`src/core/une_pkg.sv`:
```
// Summary of operation
// - Two-bit field selects the node state
// - Module reset enters bus reset, pipes disabled
// - Suspend: low-power transceivers, endpoint logic frozen
// - Resume flag set on resume while suspended
// - Warning summary set by unmasked warning, read-clears
// - Bus-condition summary set by unmasked event
// - Transmit summary tracks unmasked transmit events
// - Frame flag on every frame counter update
// - NAK summary set by unmasked NAK event
// - Lock-change flag on unlocked status change
// - Receive summary tracks unmasked receive events
// - Main bit 7 reads zero; mask bit 7 enables
// - Only masked-in main events interrupt; masks reset 0
// - Idle 3 ms sets flag, clears on read
// - Idle 5 ms sets flag, clears on read
// - SE0 for 2.5 us sets bus-reset flag
// - Valid end of packet sets its flag
// - Bus-condition events set regardless of mask; mask bits gate only the summary
// - Revision nibble read-only, upper bits reserved
// - Clear-on-read bits clear on firmware read
package une_pkg;
  // Clock rate
  localparam int CLK_KHZ = 20000;
  localparam int CLK_NS = 50;
  // Idle and SE0 times, in their own units
  localparam int IDLE3_MS = 3;
  localparam int IDLE5_MS = 5;
  localparam int SE0_NS = 2500;
  // Cycle counts; least times round up
  localparam int IDLE3_CYC = IDLE3_MS * CLK_KHZ;
  localparam int IDLE5_CYC = IDLE5_MS * CLK_KHZ;
  localparam int SE0_CYC = (SE0_NS + CLK_NS - 1) / CLK_NS;
  localparam int CNT_W = 20;
  localparam int SE0_W = 7;
  // Register byte addresses
  localparam logic [7:0] A_REV = 8'h00;
  localparam logic [7:0] A_NFS = 8'h04;
  localparam logic [7:0] A_MEV = 8'h08;
  localparam logic [7:0] A_MMSK = 8'h0C;
  localparam logic [7:0] A_ALT = 8'h10;
  localparam logic [7:0] A_AMSK = 8'h14;
  localparam logic [7:0] A_TX = 8'h18;
  localparam logic [7:0] A_TMSK = 8'h1C;
  localparam logic [7:0] A_RX = 8'h20;
  localparam logic [7:0] A_RMSK = 8'h24;
  localparam logic [7:0] A_NAK = 8'h28;
  localparam logic [7:0] A_NMSK = 8'h2C;
  localparam logic [7:0] A_FW = 8'h30;
  localparam logic [7:0] A_FMSK = 8'h34;
  // Field layout
  localparam int NFS_LSB = 0;
  localparam int MB_MIE = 7;
  localparam logic [7:0] ALT_BITS = 8'hF8;
  localparam logic [7:0] TX_BITS = 8'hEF;
  localparam logic [7:0] FW_BITS = 8'hEE;
  localparam logic [7:0] RST_BYTE = 8'h00;
  // Revision value, arbitrary
  localparam logic [3:0] REV_ID = 4'h7;
  localparam logic [1:0] RESP_OK = 2'h0;
  localparam logic [1:0] RESP_ERR = 2'h2;
  // Node states, codes fixed by the field
  typedef enum logic [1:0] {
    state_bus_reset = 2'h0,
    state_wakeup_signalling = 2'h1,
    state_operational = 2'h2,
    state_suspend = 2'h3
  } une_node_e;
  // Upstream line conditions from the transceiver
  typedef struct packed {
    logic idle;
    logic se0;
    logic resume_k;
    logic eop;
  } une_line_s;
  // Node controls to transceiver and endpoints
  typedef struct packed {
    logic ep_disable;
    logic ep_freeze;
    logic xcvr_suspend;
    logic drive_k;
  } une_node_s;
endpackage

```
`src/core/une_top.sv`:
```
`timescale 1ns/1ns
`default_nettype none
module une_top import une_pkg::*; #(
  parameter int IDLE3_CYC_P = IDLE3_CYC, // 3 ms idle count
  parameter int IDLE5_CYC_P = IDLE5_CYC // 5 ms idle count
) (
  input wire logic aclk, // Core clock
  input wire logic aresetn, // Sync reset, low
  input wire logic [7:0] awaddr, // Write address
  input wire logic awvalid, // Write address valid
  output logic awready, // Write address ready
  input wire logic [31:0] wdata, // Write data
  input wire logic [3:0] wstrb, // Write strobes
  input wire logic wvalid, // Write data valid
  output logic wready, // Write data ready
  output logic [1:0] bresp, // Write response
  output logic bvalid, // Write response valid
  input wire logic bready, // Write response ready
  input wire logic [7:0] araddr, // Read address
  input wire logic arvalid, // Read address valid
  output logic arready, // Read address ready
  output logic [31:0] rdata, // Read data
  output logic [1:0] rresp, // Read response
  output logic rvalid, // Read data valid
  input wire logic rready, // Read data ready
  input wire une_line_s line_in, // Async line conditions
  input wire logic frame_update, // Frame counter updated
  input wire logic frame_unlocked_status, // Frame timer unlocked
  input wire logic [7:0] transmit_event_in, // Underrun, done copies
  input wire logic [3:0] receive_last_in, // Receive-last copies
  input wire logic [3:0] receive_overrun_pulse, // Overrun events
  input wire logic [7:0] nak_pulse, // OUT, IN NAK events
  input wire logic [7:0] fifo_warn_in, // Warning levels
  output logic [1:0] node_state_field, // Current node state
  output une_node_s node_ctl, // Node controls
  output logic irq // Interrupt, high
);
  // Bus slave state
  logic awready_q, wready_q, bvalid_q, arready_q, rvalid_q;
  logic aw_have_q, w_have_q;
  logic [7:0] awaddr_q, wbyte_q;
  logic wlane_q;
  logic [1:0] bresp_q, rresp_q;
  logic [31:0] rdata_q;
  // Block state
  une_node_e nfs_q;
  une_node_s ctl_q;
  logic [7:0] mev_q, mmsk_q, bus_condition_event_q, amsk_q;
  logic [7:0] tmsk_q, rmsk_q, nakev_q, nmsk_q, fmsk_q;
  logic [3:0] rxovr_q;
  logic [7:0] fw_prev_q;
  logic ul_prev_q, irq_q;
  // Line synchroniser, edge stage
  une_line_s line_s1_q, line_s2_q, line_s3_q;
  logic [CNT_W-1:0] idle_cnt_q;
  logic [SE0_W-1:0] se0_cnt_q;

  // Handshakes
  wire aw_fire = awvalid & awready_q;
  wire w_fire = wvalid & wready_q;
  wire b_fire = bvalid_q & bready;
  wire ar_fire = arvalid & arready_q;
  wire r_fire = rvalid_q & rready;
  wire wr_go = aw_have_q & w_have_q & ~bvalid_q;
  wire wr_ok = wr_go & wlane_q; // Upper lanes ignored

  // Write decode
  wire ws_nfs = wr_ok & (awaddr_q == A_NFS);
  wire ws_mmsk = wr_ok & (awaddr_q == A_MMSK);
  wire ws_amsk = wr_ok & (awaddr_q == A_AMSK);
  wire ws_tmsk = wr_ok & (awaddr_q == A_TMSK);
  wire ws_rmsk = wr_ok & (awaddr_q == A_RMSK);
  wire ws_nmsk = wr_ok & (awaddr_q == A_NMSK);
  wire ws_fmsk = wr_ok & (awaddr_q == A_FMSK);
  wire wr_map = ((awaddr_q <= A_FMSK) && (awaddr_q[1:0] == 2'h0));

  // Read decode; side effects fire on address handshake
  wire rd_map = ((araddr <= A_FMSK) && (araddr[1:0] == 2'h0));
  wire mev_rd = ar_fire & (araddr == A_MEV);
  wire alt_rd = ar_fire & (araddr == A_ALT);
  wire rx_rd = ar_fire & (araddr == A_RX);
  wire nak_rd = ar_fire & (araddr == A_NAK);
  wire fw_rd = ar_fire & (araddr == A_FW);

  // Event sources
  wire [7:0] tx_lvl = transmit_event_in & TX_BITS;
  wire [7:0] rx_lvl = {rxovr_q, receive_last_in};
  wire [7:0] fw_lvl = fifo_warn_in & FW_BITS;
  wire [7:0] fw_new = fw_lvl & ~fw_prev_q & fmsk_q;
  wire in_susp = (nfs_q == state_suspend);
  wire res_hit = line_s2_q.resume_k & ~line_s3_q.resume_k & in_susp;
  wire eop_hit = line_s2_q.eop & ~line_s3_q.eop;
  wire sd3_hit = line_s2_q.idle & (idle_cnt_q == CNT_W'(IDLE3_CYC_P - 1));
  wire sd5_hit = line_s2_q.idle & (idle_cnt_q == CNT_W'(IDLE5_CYC_P - 1));
  wire rst_hit = line_s2_q.se0 & (se0_cnt_q == SE0_W'(SE0_CYC - 1));
  wire [7:0] alt_set = {res_hit, rst_hit, sd5_hit, sd3_hit, eop_hit, 3'h0} & ALT_BITS;
  wire [7:0] alt_new = alt_set & amsk_q;

  // Main event next value; set beats clear
  wire [7:0] m_set = {2'h0, ul_prev_q ^ frame_unlocked_status,
                      |(nak_pulse & nmsk_q), frame_update, 1'h0,
                      |alt_new, |fw_new};
  wire [7:0] m_clr = {2'h0, mev_rd, nak_rd, mev_rd, 1'h0, alt_rd, fw_rd};
  wire [7:0] m_keep = (mev_q & ~m_clr) | m_set;
  wire tx_term = (|(tx_lvl & tmsk_q)) | (mev_q[2] & (|tx_lvl));
  wire rx_term = (|(rx_lvl & rmsk_q)) | (mev_q[6] & (|rx_lvl));
  wire [7:0] mev_d = {1'h0, rx_term, m_keep[5:3], tx_term, m_keep[1:0]};
  wire [7:0] bus_condition_event_d = (bus_condition_event_q & ~{8{alt_rd}}) | alt_set;
  wire [7:0] nakev_d = (nakev_q & ~{8{nak_rd}}) | nak_pulse;
  wire [3:0] rxovr_d = (rxovr_q & ~{4{rx_rd}}) | receive_overrun_pulse;

  // Node state next value
  wire [1:0] nfs_raw = wbyte_q[NFS_LSB +: 2];
  wire une_node_e nfs_d = ws_nfs ? une_node_e'(nfs_raw) : nfs_q;

  // Read data selection; reserved bits read zero
  wire [7:0] rd_byte =
    (araddr == A_REV) ? {4'h0, REV_ID} :
    (araddr == A_NFS) ? {6'h00, nfs_q} :
    (araddr == A_MEV) ? mev_q :
    (araddr == A_MMSK) ? mmsk_q :
    (araddr == A_ALT) ? bus_condition_event_q :
    (araddr == A_AMSK) ? amsk_q :
    (araddr == A_TX) ? tx_lvl :
    (araddr == A_TMSK) ? tmsk_q :
    (araddr == A_RX) ? rx_lvl :
    (araddr == A_RMSK) ? rmsk_q :
    (araddr == A_NAK) ? nakev_q :
    (araddr == A_NMSK) ? nmsk_q :
    (araddr == A_FW) ? fw_lvl :
    (araddr == A_FMSK) ? fmsk_q : RST_BYTE;

  // Write channels; address and data taken in either order
  always_ff @(posedge aclk) begin
    if (!aresetn) begin
      awready_q <= 1'b1;
      wready_q <= 1'b1;
      aw_have_q <= 1'b0;
      w_have_q <= 1'b0;
      bvalid_q <= 1'b0;
      bresp_q <= RESP_OK;
      awaddr_q <= RST_BYTE;
      wbyte_q <= RST_BYTE;
      wlane_q <= 1'b0;
    end else begin
      if (aw_fire) begin
        awaddr_q <= awaddr;
        aw_have_q <= 1'b1;
        awready_q <= 1'b0;
      end
      if (w_fire) begin
        wbyte_q <= wdata[7:0];
        wlane_q <= wstrb[0];
        w_have_q <= 1'b1;
        wready_q <= 1'b0;
      end
      if (wr_go) begin
        // Unmapped writes answer SLVERR
        bvalid_q <= 1'b1;
        bresp_q <= wr_map ? RESP_OK : RESP_ERR;
        aw_have_q <= 1'b0;
        w_have_q <= 1'b0;
      end
      if (b_fire) begin
        // Reopen only after response, one write at a time
        bvalid_q <= 1'b0;
        awready_q <= 1'b1;
        wready_q <= 1'b1;
      end
    end
  end

  // Read channel; data sampled with the clear, so nothing is lost
  always_ff @(posedge aclk) begin
    if (!aresetn) begin
      arready_q <= 1'b1;
      rvalid_q <= 1'b0;
      rdata_q <= 32'h0000_0000;
      rresp_q <= RESP_OK;
    end else if (ar_fire) begin
      arready_q <= 1'b0;
      rvalid_q <= 1'b1;
      rdata_q <= {24'h00_0000, rd_byte};
      rresp_q <= rd_map ? RESP_OK : RESP_ERR;
    end else if (r_fire) begin
      arready_q <= 1'b1;
      rvalid_q <= 1'b0;
    end
  end

  // Line pins cross in through two flops
  always_ff @(posedge aclk) begin
    if (!aresetn) begin
      line_s1_q <= '0;
      line_s2_q <= '0;
      line_s3_q <= '0;
    end else begin
      line_s1_q <= line_in;
      line_s2_q <= line_s1_q;
      line_s3_q <= line_s2_q;
    end
  end

  // Idle timer saturates at 5 ms so each flag fires once per idle spell
  always_ff @(posedge aclk) begin
    if (!aresetn || !line_s2_q.idle) begin
      idle_cnt_q <= '0;
    end else if (idle_cnt_q != CNT_W'(IDLE5_CYC_P)) begin
      idle_cnt_q <= idle_cnt_q + 1'b1;
    end
  end

  // SE0 timer for bus reset detection
  always_ff @(posedge aclk) begin
    if (!aresetn || !line_s2_q.se0) begin
      se0_cnt_q <= '0;
    end else if (se0_cnt_q != SE0_W'(SE0_CYC)) begin
      se0_cnt_q <= se0_cnt_q + 1'b1;
    end
  end

  // Mask registers, all zero after reset
  always_ff @(posedge aclk) begin
    if (!aresetn) begin
      mmsk_q <= RST_BYTE;
      amsk_q <= RST_BYTE;
      tmsk_q <= RST_BYTE;
      rmsk_q <= RST_BYTE;
      nmsk_q <= RST_BYTE;
      fmsk_q <= RST_BYTE;
    end else begin
      if (ws_mmsk) mmsk_q <= wbyte_q;
      if (ws_amsk) amsk_q <= wbyte_q & ALT_BITS;
      if (ws_tmsk) tmsk_q <= wbyte_q;
      if (ws_rmsk) rmsk_q <= wbyte_q;
      if (ws_nmsk) nmsk_q <= wbyte_q;
      if (ws_fmsk) fmsk_q <= wbyte_q & FW_BITS;
    end
  end

  // Event registers
  always_ff @(posedge aclk) begin
    if (!aresetn) begin
      mev_q <= RST_BYTE;
      bus_condition_event_q <= RST_BYTE;
      nakev_q <= RST_BYTE;
      rxovr_q <= 4'h0;
      fw_prev_q <= RST_BYTE;
      // Track the live level so an unlocked timer gives no false change after reset
      ul_prev_q <= frame_unlocked_status;
    end else begin
      mev_q <= mev_d;
      bus_condition_event_q <= bus_condition_event_d;
      nakev_q <= nakev_d;
      rxovr_q <= rxovr_d;
      fw_prev_q <= fw_lvl;
      ul_prev_q <= frame_unlocked_status;
    end
  end

  // Interrupt, gated by master enable
  always_ff @(posedge aclk) begin
    if (!aresetn) begin
      irq_q <= 1'b0;
    end else begin
      irq_q <= mmsk_q[MB_MIE] & (|(mev_q[6:0] & mmsk_q[6:0]));
    end
  end

  // Node state; a module reset lands in bus reset
  always_ff @(posedge aclk) begin
    if (!aresetn) begin
      nfs_q <= state_bus_reset;
      ctl_q <= '{ep_disable: 1'b1, ep_freeze: 1'b0, xcvr_suspend: 1'b0, drive_k: 1'b0};
    end else begin
      nfs_q <= nfs_d;
      ctl_q.ep_disable <= (nfs_d == state_bus_reset);
      ctl_q.ep_freeze <= (nfs_d == state_suspend);
      ctl_q.xcvr_suspend <= (nfs_d == state_suspend);
      ctl_q.drive_k <= (nfs_d == state_wakeup_signalling);
    end
  end

  // Outputs straight from flops
  assign awready = awready_q;
  assign wready = wready_q;
  assign bvalid = bvalid_q;
  assign bresp = bresp_q;
  assign arready = arready_q;
  assign rvalid = rvalid_q;
  assign rdata = rdata_q;
  assign rresp = rresp_q;
  assign node_state_field = nfs_q;
  assign node_ctl = ctl_q;
  assign irq = irq_q;
endmodule
`default_nettype wire

```
`config.mk`:
```
export PLATFORM = sky130hd
export DESIGN_NAME = une_top
export DESIGN_NICKNAME = d
export VERILOG_FILES = /design/src/core/une_pkg.sv /design/src/core/une_top.sv
export SDC_FILE = /design/constraint.sdc
export NUM_CORES = 1
export LEC_CHECK = 0
export ABC_CLOCK_PERIOD_IN_PS = 1600
export BUFFER_PORTS_ARGS = -buffer_cell sky130_fd_sc_hd__buf_2
export CORE_MARGIN = 2
export CORE_UTILIZATION = 50
export DETAILED_ROUTE_END_ITERATION = 8
export HOLD_SLACK_MARGIN = 0.12
export PLACE_DENSITY = 0.76
export SKIP_LAST_GASP = 1
export SLEW_MARGIN = 20
export SYNTH_ARGS = -nofsm -noshare
export SYNTH_HDL_FRONTEND = slang
export SYNTH_SLANG_ARGS = --single-unit
export TNS_END_PERCENT = 1
```
`constraint.sdc`:
```
create_clock -name aclk -period 1.6 [get_ports aclk]
set_input_delay 0.08 -clock aclk [delete_from_list [all_inputs] [get_ports aclk]]
set_output_delay 0.08 -clock aclk [all_outputs]
set_load 0.02 [all_outputs]
```
==> results of run 1 <==
-- routing by layer --
metal	global-route usage (%)	share of wire (%)	vias up	wire, um
met2	45.4	45	420	10200
met1	38.7	42	3406	9450
li1	-	-	3413	-
met4	11.2	2.8	0	642
met5	0	0	-	0
met3	8.46	11	71	2440
-- cells in the final DEF, fill, tap and decap left out, types with 20 or more instances in the layout --
cell / Yosys / routed
and2_1: 21 / 21
buf_2: 14 / 88
o21ai_0: 24 / 24
conb_1: 1 / 26
nor3_1: 20 / 20
dfxtp_1: 154 / 153
buf_4: 27 / 102
dlygate4sd3_1: 0 / 67
nand2_1: 76 / 76
nand3_1: 30 / 29
mux2i_1: 51 / 51
nor2_1: 114 / 114
a21oi_1: 73 / 73
-- final cells by class --
| cell class | instances | area [sq um] |
|---|---|---|
| clock inverter | 15 | 164 |
| fill | 1103 | 4590 |
| inverter | 19 | 71.3 |
| sequential | 154 | 3090 |
| multi-input combinational | 624 | 3820 |
| tap | 184 | 230 |
| timing repair buffer | 262 | 1980 |
| clock buffer | 17 | 425 |
-- registers in the layout, summed over array words and instances, names as in the netlist, 2 cells and up --
signal / flops
idle_cnt_q: 20
awaddr_q: 8
bus_condition_event_q: 8
mmsk_q: 8
nakev_q: 8
nmsk_q: 8
rdata: 8
rmsk_q: 8
tmsk_q: 8
wbyte_q: 8
mev_q: 7
se0_cnt_q: 7
fmsk_q: 6
fw_prev_q: 6
amsk_q: 5
line_s1_q: 4
line_s2_q: 4
rxovr_q: 4
node_ctl: 3
line_s3_q: 2
node_state_field: 2
-- report_power, final --
part | switching, W | internal (W) | leakage, nW
registers | 0.0000916 | 0.00393 | 1.26
logic | 0.000511 | 0.000422 | 2.53
clock network | 0.00173 | 0.00233 | 0.291
-- stage by stage --
| step | instance area, sq um | worst slack [ps] |
|---|---|---|
| 2_1_floorplan | 7410 | -16.6 |
| 3_3_place_gp | 8500 | -126 |
| 3_5_place_dp | 8500 | -161 |
| 4_1_cts | 9780 | -125 |
| 5_1_grt | 9780 | -255 |
| 6_report | 9780 | -107 |
-- cells by family after synthesis --
| kind of cell | count (synthesis) |
|---|---|
| and+or+nand+nor | 337 |
| muxes | 61 |
| DFF | 154 |
| adders and majority gates | 5 |
| other | 1 |
| buffers and inverters | 99 |
| xor gates and xnor gates | 23 |
| AOI/OAI and AO/OA | 172 |
-- worst max-delay path, cell delays in order (launching register included) --
cell and delay (ps):
dfxtp_1 340, nor4_4 310, nand4_1 160, buf_4 170, nor3b_4 210, buf_12 150, mux2i_1 200, nor2_1 60
-- final timing paths --
check                                     startpoint           end  cells past startpoint
worst max register to register           awaddr_q[7]     fmsk_q[1]                      7
worst min-delay path            transmit_event_in[0]      mev_q[2]                      4
worst min register to register          line_s1_q[3]  line_s2_q[3]                      1
worst max-delay path                     awaddr_q[7]     fmsk_q[1]                      7
-- repair_timing --
action                                 4_1_cts  5_1_grt
gates resized for setup                      2        0
gates cloned                                 0        0
pin swaps                                    1        1
setup endpoints to repair                   55       65
hold buffers                                67        0
endpoints found under the hold margin       52        0
==> summary.md, run 1 <==
| Metric | Value |
|---|---|
| Fmax | 586 MHz |
| Remaining DRCs | 0 |
| Ys flop type | dfxtp_1 |
| Worst-path maximum fanout | 6 |
| Synthesized-area fraction occupied by adder cells | 0.861% |
| Min-delay worst type | in -> reg |
| Post-layout power | 0.00901 W |
| First-pass GRT wire length | 35800 um |
| Maxcap violations | 0 |
| Sink Count | roughly 150 |
| Critical path type | reg -> reg |
| Final ANT Viol Nets | 0 |
| Leak | 4.08 nW |
| CP endpoint kind | flip-flop |
| Die height | between 100 and 150 um |
| RePlAce Congestion | about 1 |
| Setup repair bufs after CTS | 0 |
| Avg Cell Area, Syn | about 8.5 sq um |
| Failing checks | negative setup slack |
| Synth Area in Compound Gates | ~15% |
| Slew Viols, Final | 0 |
| Clk pin slew, worst setup/hold paths | ~70 ps |
| H-tree depth | 4 |
| Via count | 7310 |
| Vias per cell | 5.73 |
| PortBufs | 88 |
| TritonCTS Buffers | 17 |
| Initial Utilization | 50.6% |
| Placed cell count | around 1200 |
| Worst VDD drop | 0.816 mV |
| Mean routed wirelength per cell | 17.9 um |
| Clk Latency, worst-skew pair | roughly 440 ps |
| Worst Setup Slack, final | -107 ps |
| CP arrival | 2030 ps |
| Post-synthesis xor/xnor area fraction | around 2.8% |
| Final wirelength | 22800 um |
| Synth area leaders | dfxtp_1 42%, mux2i_1 7.0%, nor2_1 5.9%, a21oi_1 5.0%, nand2_1 3.9% |
| Pin count of the biggest net entering global routing | 44 |
| Share of cells above drive strength 1 | 23.3% |
| Power Dens Cells | about 920 nW/um^2 |
| Synth top area share | 42.4% |
| Hold WS | 147 ps |
| Final global-route overflow total | 0 |
| Area delta synth->final | 34.6% |
| Final Hold Viols | 0 |
| Hpwl dp | 15700 um |
| Fin nets | 1180 |
| CTS tree | done |
| Synth top cells by count | 154 x dfxtp_1, 114 x nor2_1, 76 x nand2_1 |
| Most frequent cell after synthesis | dfxtp_1 |
| Critical Path RT | 1930 ps |
| # diodes | 0 |
| Yosys cell types | 73 |
| Number of synthesized flops with an enable pin | 0 |
| Non-Filler Instances | 1275 |
| Post-synth ARST share | 0% |
| Synth Cell Area | 7270 sq um |
| Synth Area in Simple Gates | 23.3% |
| # rows | 44 |
| Fin crit share | 107% |
| Main combinational cell family by area after synthesis | simple AND/OR/NAND/NOR gates |
| Clk buf depth | 2 |
| R2R Setup Slk | -110 ps |
| Final core utilization | 68.0% |
| Core Area | 14400 sq um |
| I/O pins | 145 |
| DRC violation total after the first TritonRoute iteration | 829 |
| Mux cell area share after synthesis | 9.09% |
| Pre-antenna DRT Iters | 7 |
| Seq/Total Area, Yosys | 42.4% |
| Die Wd | ~120 um |
| Final setup violation count | 41 |
| Tmin final | 1710 ps |
| Die Area | about 16000 sq um |
| Dominant cell type by area after synthesis | dfxtp_1 |
| YS warnings | 0 |
| Setup TNS after final layout | -1800 ps |
| Seq cells post-synth | 154 |
| Initial antenna violation count | 0 |
| Vias in the first global route | 6944 |
| Root buffer cell | clkbuf_16 |
| GRT Total Usage | 29.3% |
| RSZ-0062 raised after global routing | yes |
| Post-route clock skew | 10.0 ps |
| Cells after synthesis | 852 |
| Outcome | finished, violations left |
| CP startpoint kind | flip-flop |
(Power assumes the default switching activity.)
==> inputs of run 2 (changes only) <==
--- a/config.mk
+++ b/config.mk
@@ -10,11 +10,11 @@
 export CORE_MARGIN = 2
 export CORE_UTILIZATION = 50
 export DETAILED_ROUTE_END_ITERATION = 8
-export HOLD_SLACK_MARGIN = 0.12
+export HOLD_SLACK_MARGIN = 0.02
 export PLACE_DENSITY = 0.76
 export SKIP_LAST_GASP = 1
 export SLEW_MARGIN = 20
 export SYNTH_ARGS = -nofsm -noshare
 export SYNTH_HDL_FRONTEND = slang
 export SYNTH_SLANG_ARGS = --single-unit
-export TNS_END_PERCENT = 1
+export TNS_END_PERCENT = 20
==> run 2 against run 1 <==
  * The run still ends with negative setup slack left
  * First-iteration DRC count down 17%
  * Critical path depth unchanged
  * Non-clock buffer count down 21
  * Largest cell class unchanged
  * Setup slack worse by 17 ps
  * Power up 2.2%
  * Utilization down 0.83 points
  * Die area unchanged
  * Clock skew up 1.8 ps
  * Combinational power down 5.4%
  * Register-to-register slack worse by 20 ps
==> summary.md, run 2 (same netlist as run 1, synthesis figures left out) <==
| Metric | Value |
|---|---|
| Pre-antenna DRT Iters | 6 |
| Die Area | between 15000 and 20000 sq um |
| Vias in the first global route | 6742 |
| Final global-route overflow total | 0 |
| TritonCTS Buffers | 17 |
| Reg power frac | 43.7% |
| Crit path cell chain | nor4_4, nand4_1, buf_4, nor3b_4, buf_12, mux2i_1, nor2_1 |
| Sw frac | 24.6% |
| # rows | 44 |
| Fin crit share | 108% |
| Die Wd | 125 um |
| Pre-CTS setup slack | -182 ps |
| Worst VDD drop | a little under 0.9 mV |
| Final Hold Viols | 0 |
| Crit-path slowest cell | dfxtp_2 |
| Clk Latency, worst-skew pair | approximately 430 ps |
| Reg area | 3090 sq um |
| Comb power frac | 9.6% |
| Initial Utilization | 50.6% |
| Fill cells | 1109 |
| Worst-Margin Slew | 515 ps |
| P_sw | 0.00226 W |
| Critical path type | reg -> reg |
| Tmin final | around 1700 ps |
| Remaining DRCs | 0 |
| Commonest non-fill, non-tap cell in the layout | dfxtp_1 |
| Via count | 7102 |
| Fmax | ~580 MHz |
| Hpwl dp | 15700 um |
| I/O pins | 145 |
| Die height | 125 um |
| # diodes | 0 |
| Outcome | finished, violations left |
| Clk buf depth | 2 |
| DRC violation total after the first TritonRoute iteration | 684 |
| Internal power | 0.00695 W |
| Worst-path maximum fanout | 6 |
| Clk pin slew, worst setup/hold paths | about 70 ps |
| Pin count of the biggest net entering global routing | 37 |
| First-pass GRT wire length | ~35000 um |
| Share of cells above drive strength 1 | 23.5% |
| Final wirelength | 22400 um |
| Multi-input gate area | 3850 sq um |
| Initial antenna violation count | 1 |
| Fin nets | 1159 |
| Failing checks | negative setup slack |
| Worst Setup Slack, final | -125 ps |
| Max stage delay on crit path | ~330 ps |
| H-tree depth | 4 |
| Power Dens Cells | about 950 nW/um^2 |
| Clock power share | a little under half |
| Slew Viols, Final | 0 |
| Final ANT Viol Nets | 0 |
| Largest register FFs | 20 |
| Sink Count | 154 |
| CP arrival | slightly above 2000 ps |
| Post-layout power | approximately 0.0092 W |
| PortBufs | 88 |
| Leak | roughly 4 nW |
| Relative slew slack | 65.4% |
| Final core utilization | 67.2% |
| Final setup violation count | 29 |
| Post-route clock skew | 11.8 ps |
| Most frequent cells in the layout | 151 x dfxtp_1, 114 x nor2_1, 91 x buf_4 |
| RePlAce Congestion | 0.967 |
| Core Area | ~14000 sq um |
| Root buffer cell | clkbuf_16 |
| Maxcap violations | 0 |
| GRT Total Usage | 28.7% |
| Largest register by flop count | idle_cnt_q |
| CTS tree | done |
| CP startpoint kind | flip-flop |
| Mean routed wirelength per cell | 17.9 um |
| Critical Path RT | around 1900 ps |
| Area delta synth->final | 32.9% |
| RSZ-0062 raised after global routing | yes |
| Vias per cell | 5.66 |
| Min-delay worst type | in -> reg |
| CP endpoint kind | flip-flop |
-- run 2: what timing repair did --
action                                 CTS  global route
hold buffers                            55             0
endpoints found under the hold margin   49             0
setup endpoints to repair               54            62
setup buffers                            1             0
resized for setup                        8             6
pin swaps                                8             6
-- run 2: layout make-up --
| cell class | instances | share of cell area [%] |
|---|---|---|
| multi-input combinational | 624 | 39.9 |
| sequential | 154 | 32.0 |
| timing repair buffer | 241 | 18.5 |
| clock buffer | 19 | 4.48 |
| tap | 184 | 2.38 |
| clock inverter | 13 | 2.00 |
| inverter | 19 | 0.738 |
-- run 2: critical path: cells and delay by family, from the launching register on --
family | cells | cell delay, ps
buffers and inverters | 2 | 330
multiplexers | 1 | 170
AND/OR/NAND/NOR | 4 | 770
flip-flops | 1 | 330
-- run 2: routing by layer --
layer  routed length, um  GRT usage, %  vias to the layer above
met5                   0             0                        -
met4                 794          11.4                        0
met3                1930          7.30                       66
met2               10200          45.2                      353
met1                9480          37.9                     3314
li1                    -             -                     3369
-- run 2: stage by stage --
| stage | hold WS, ps | area [sq um] | setup TNS [ps] | cells |
|---|---|---|---|---|
| floorplan | 108 | 7410 | -63.3 | 877 |
| global placement | 209 | 8410 | -3810 | 1166 |
| detailed placement | 211 | 8410 | -5750 | 1166 |
| CTS | 20.1 | 9640 | -1920 | 1254 |
| global route | 31.1 | 9660 | -6490 | 1254 |
| finish | 30.8 | 9660 | -1990 | 1254 |
-- run 2: worst paths after layout --
kind | startpoint | endpoint | slack [ps] | depth (start not counted)
min reg2reg | line_s1_q[0] | line_s2_q[0] | 440 | 1
min | receive_last_in[0] | mev_q[6] | 30 | 5
max reg2reg | awaddr_q[6] | fmsk_q[6] | -120 | 7
max | awaddr_q[6] | fmsk_q[6] | -120 | 7
-- run 2: power groups by stage --
stage                     combinational, W  sequential [W]  clock [W]
after floorplan                   0.000479         0.00408          0
after CTS                         0.000853         0.00402    0.00432
final                             0.000884         0.00403    0.00429
after global routing              0.000950         0.00404    0.00451
after detailed placement          0.000744         0.00410          0
after global placement            0.000738         0.00410          0
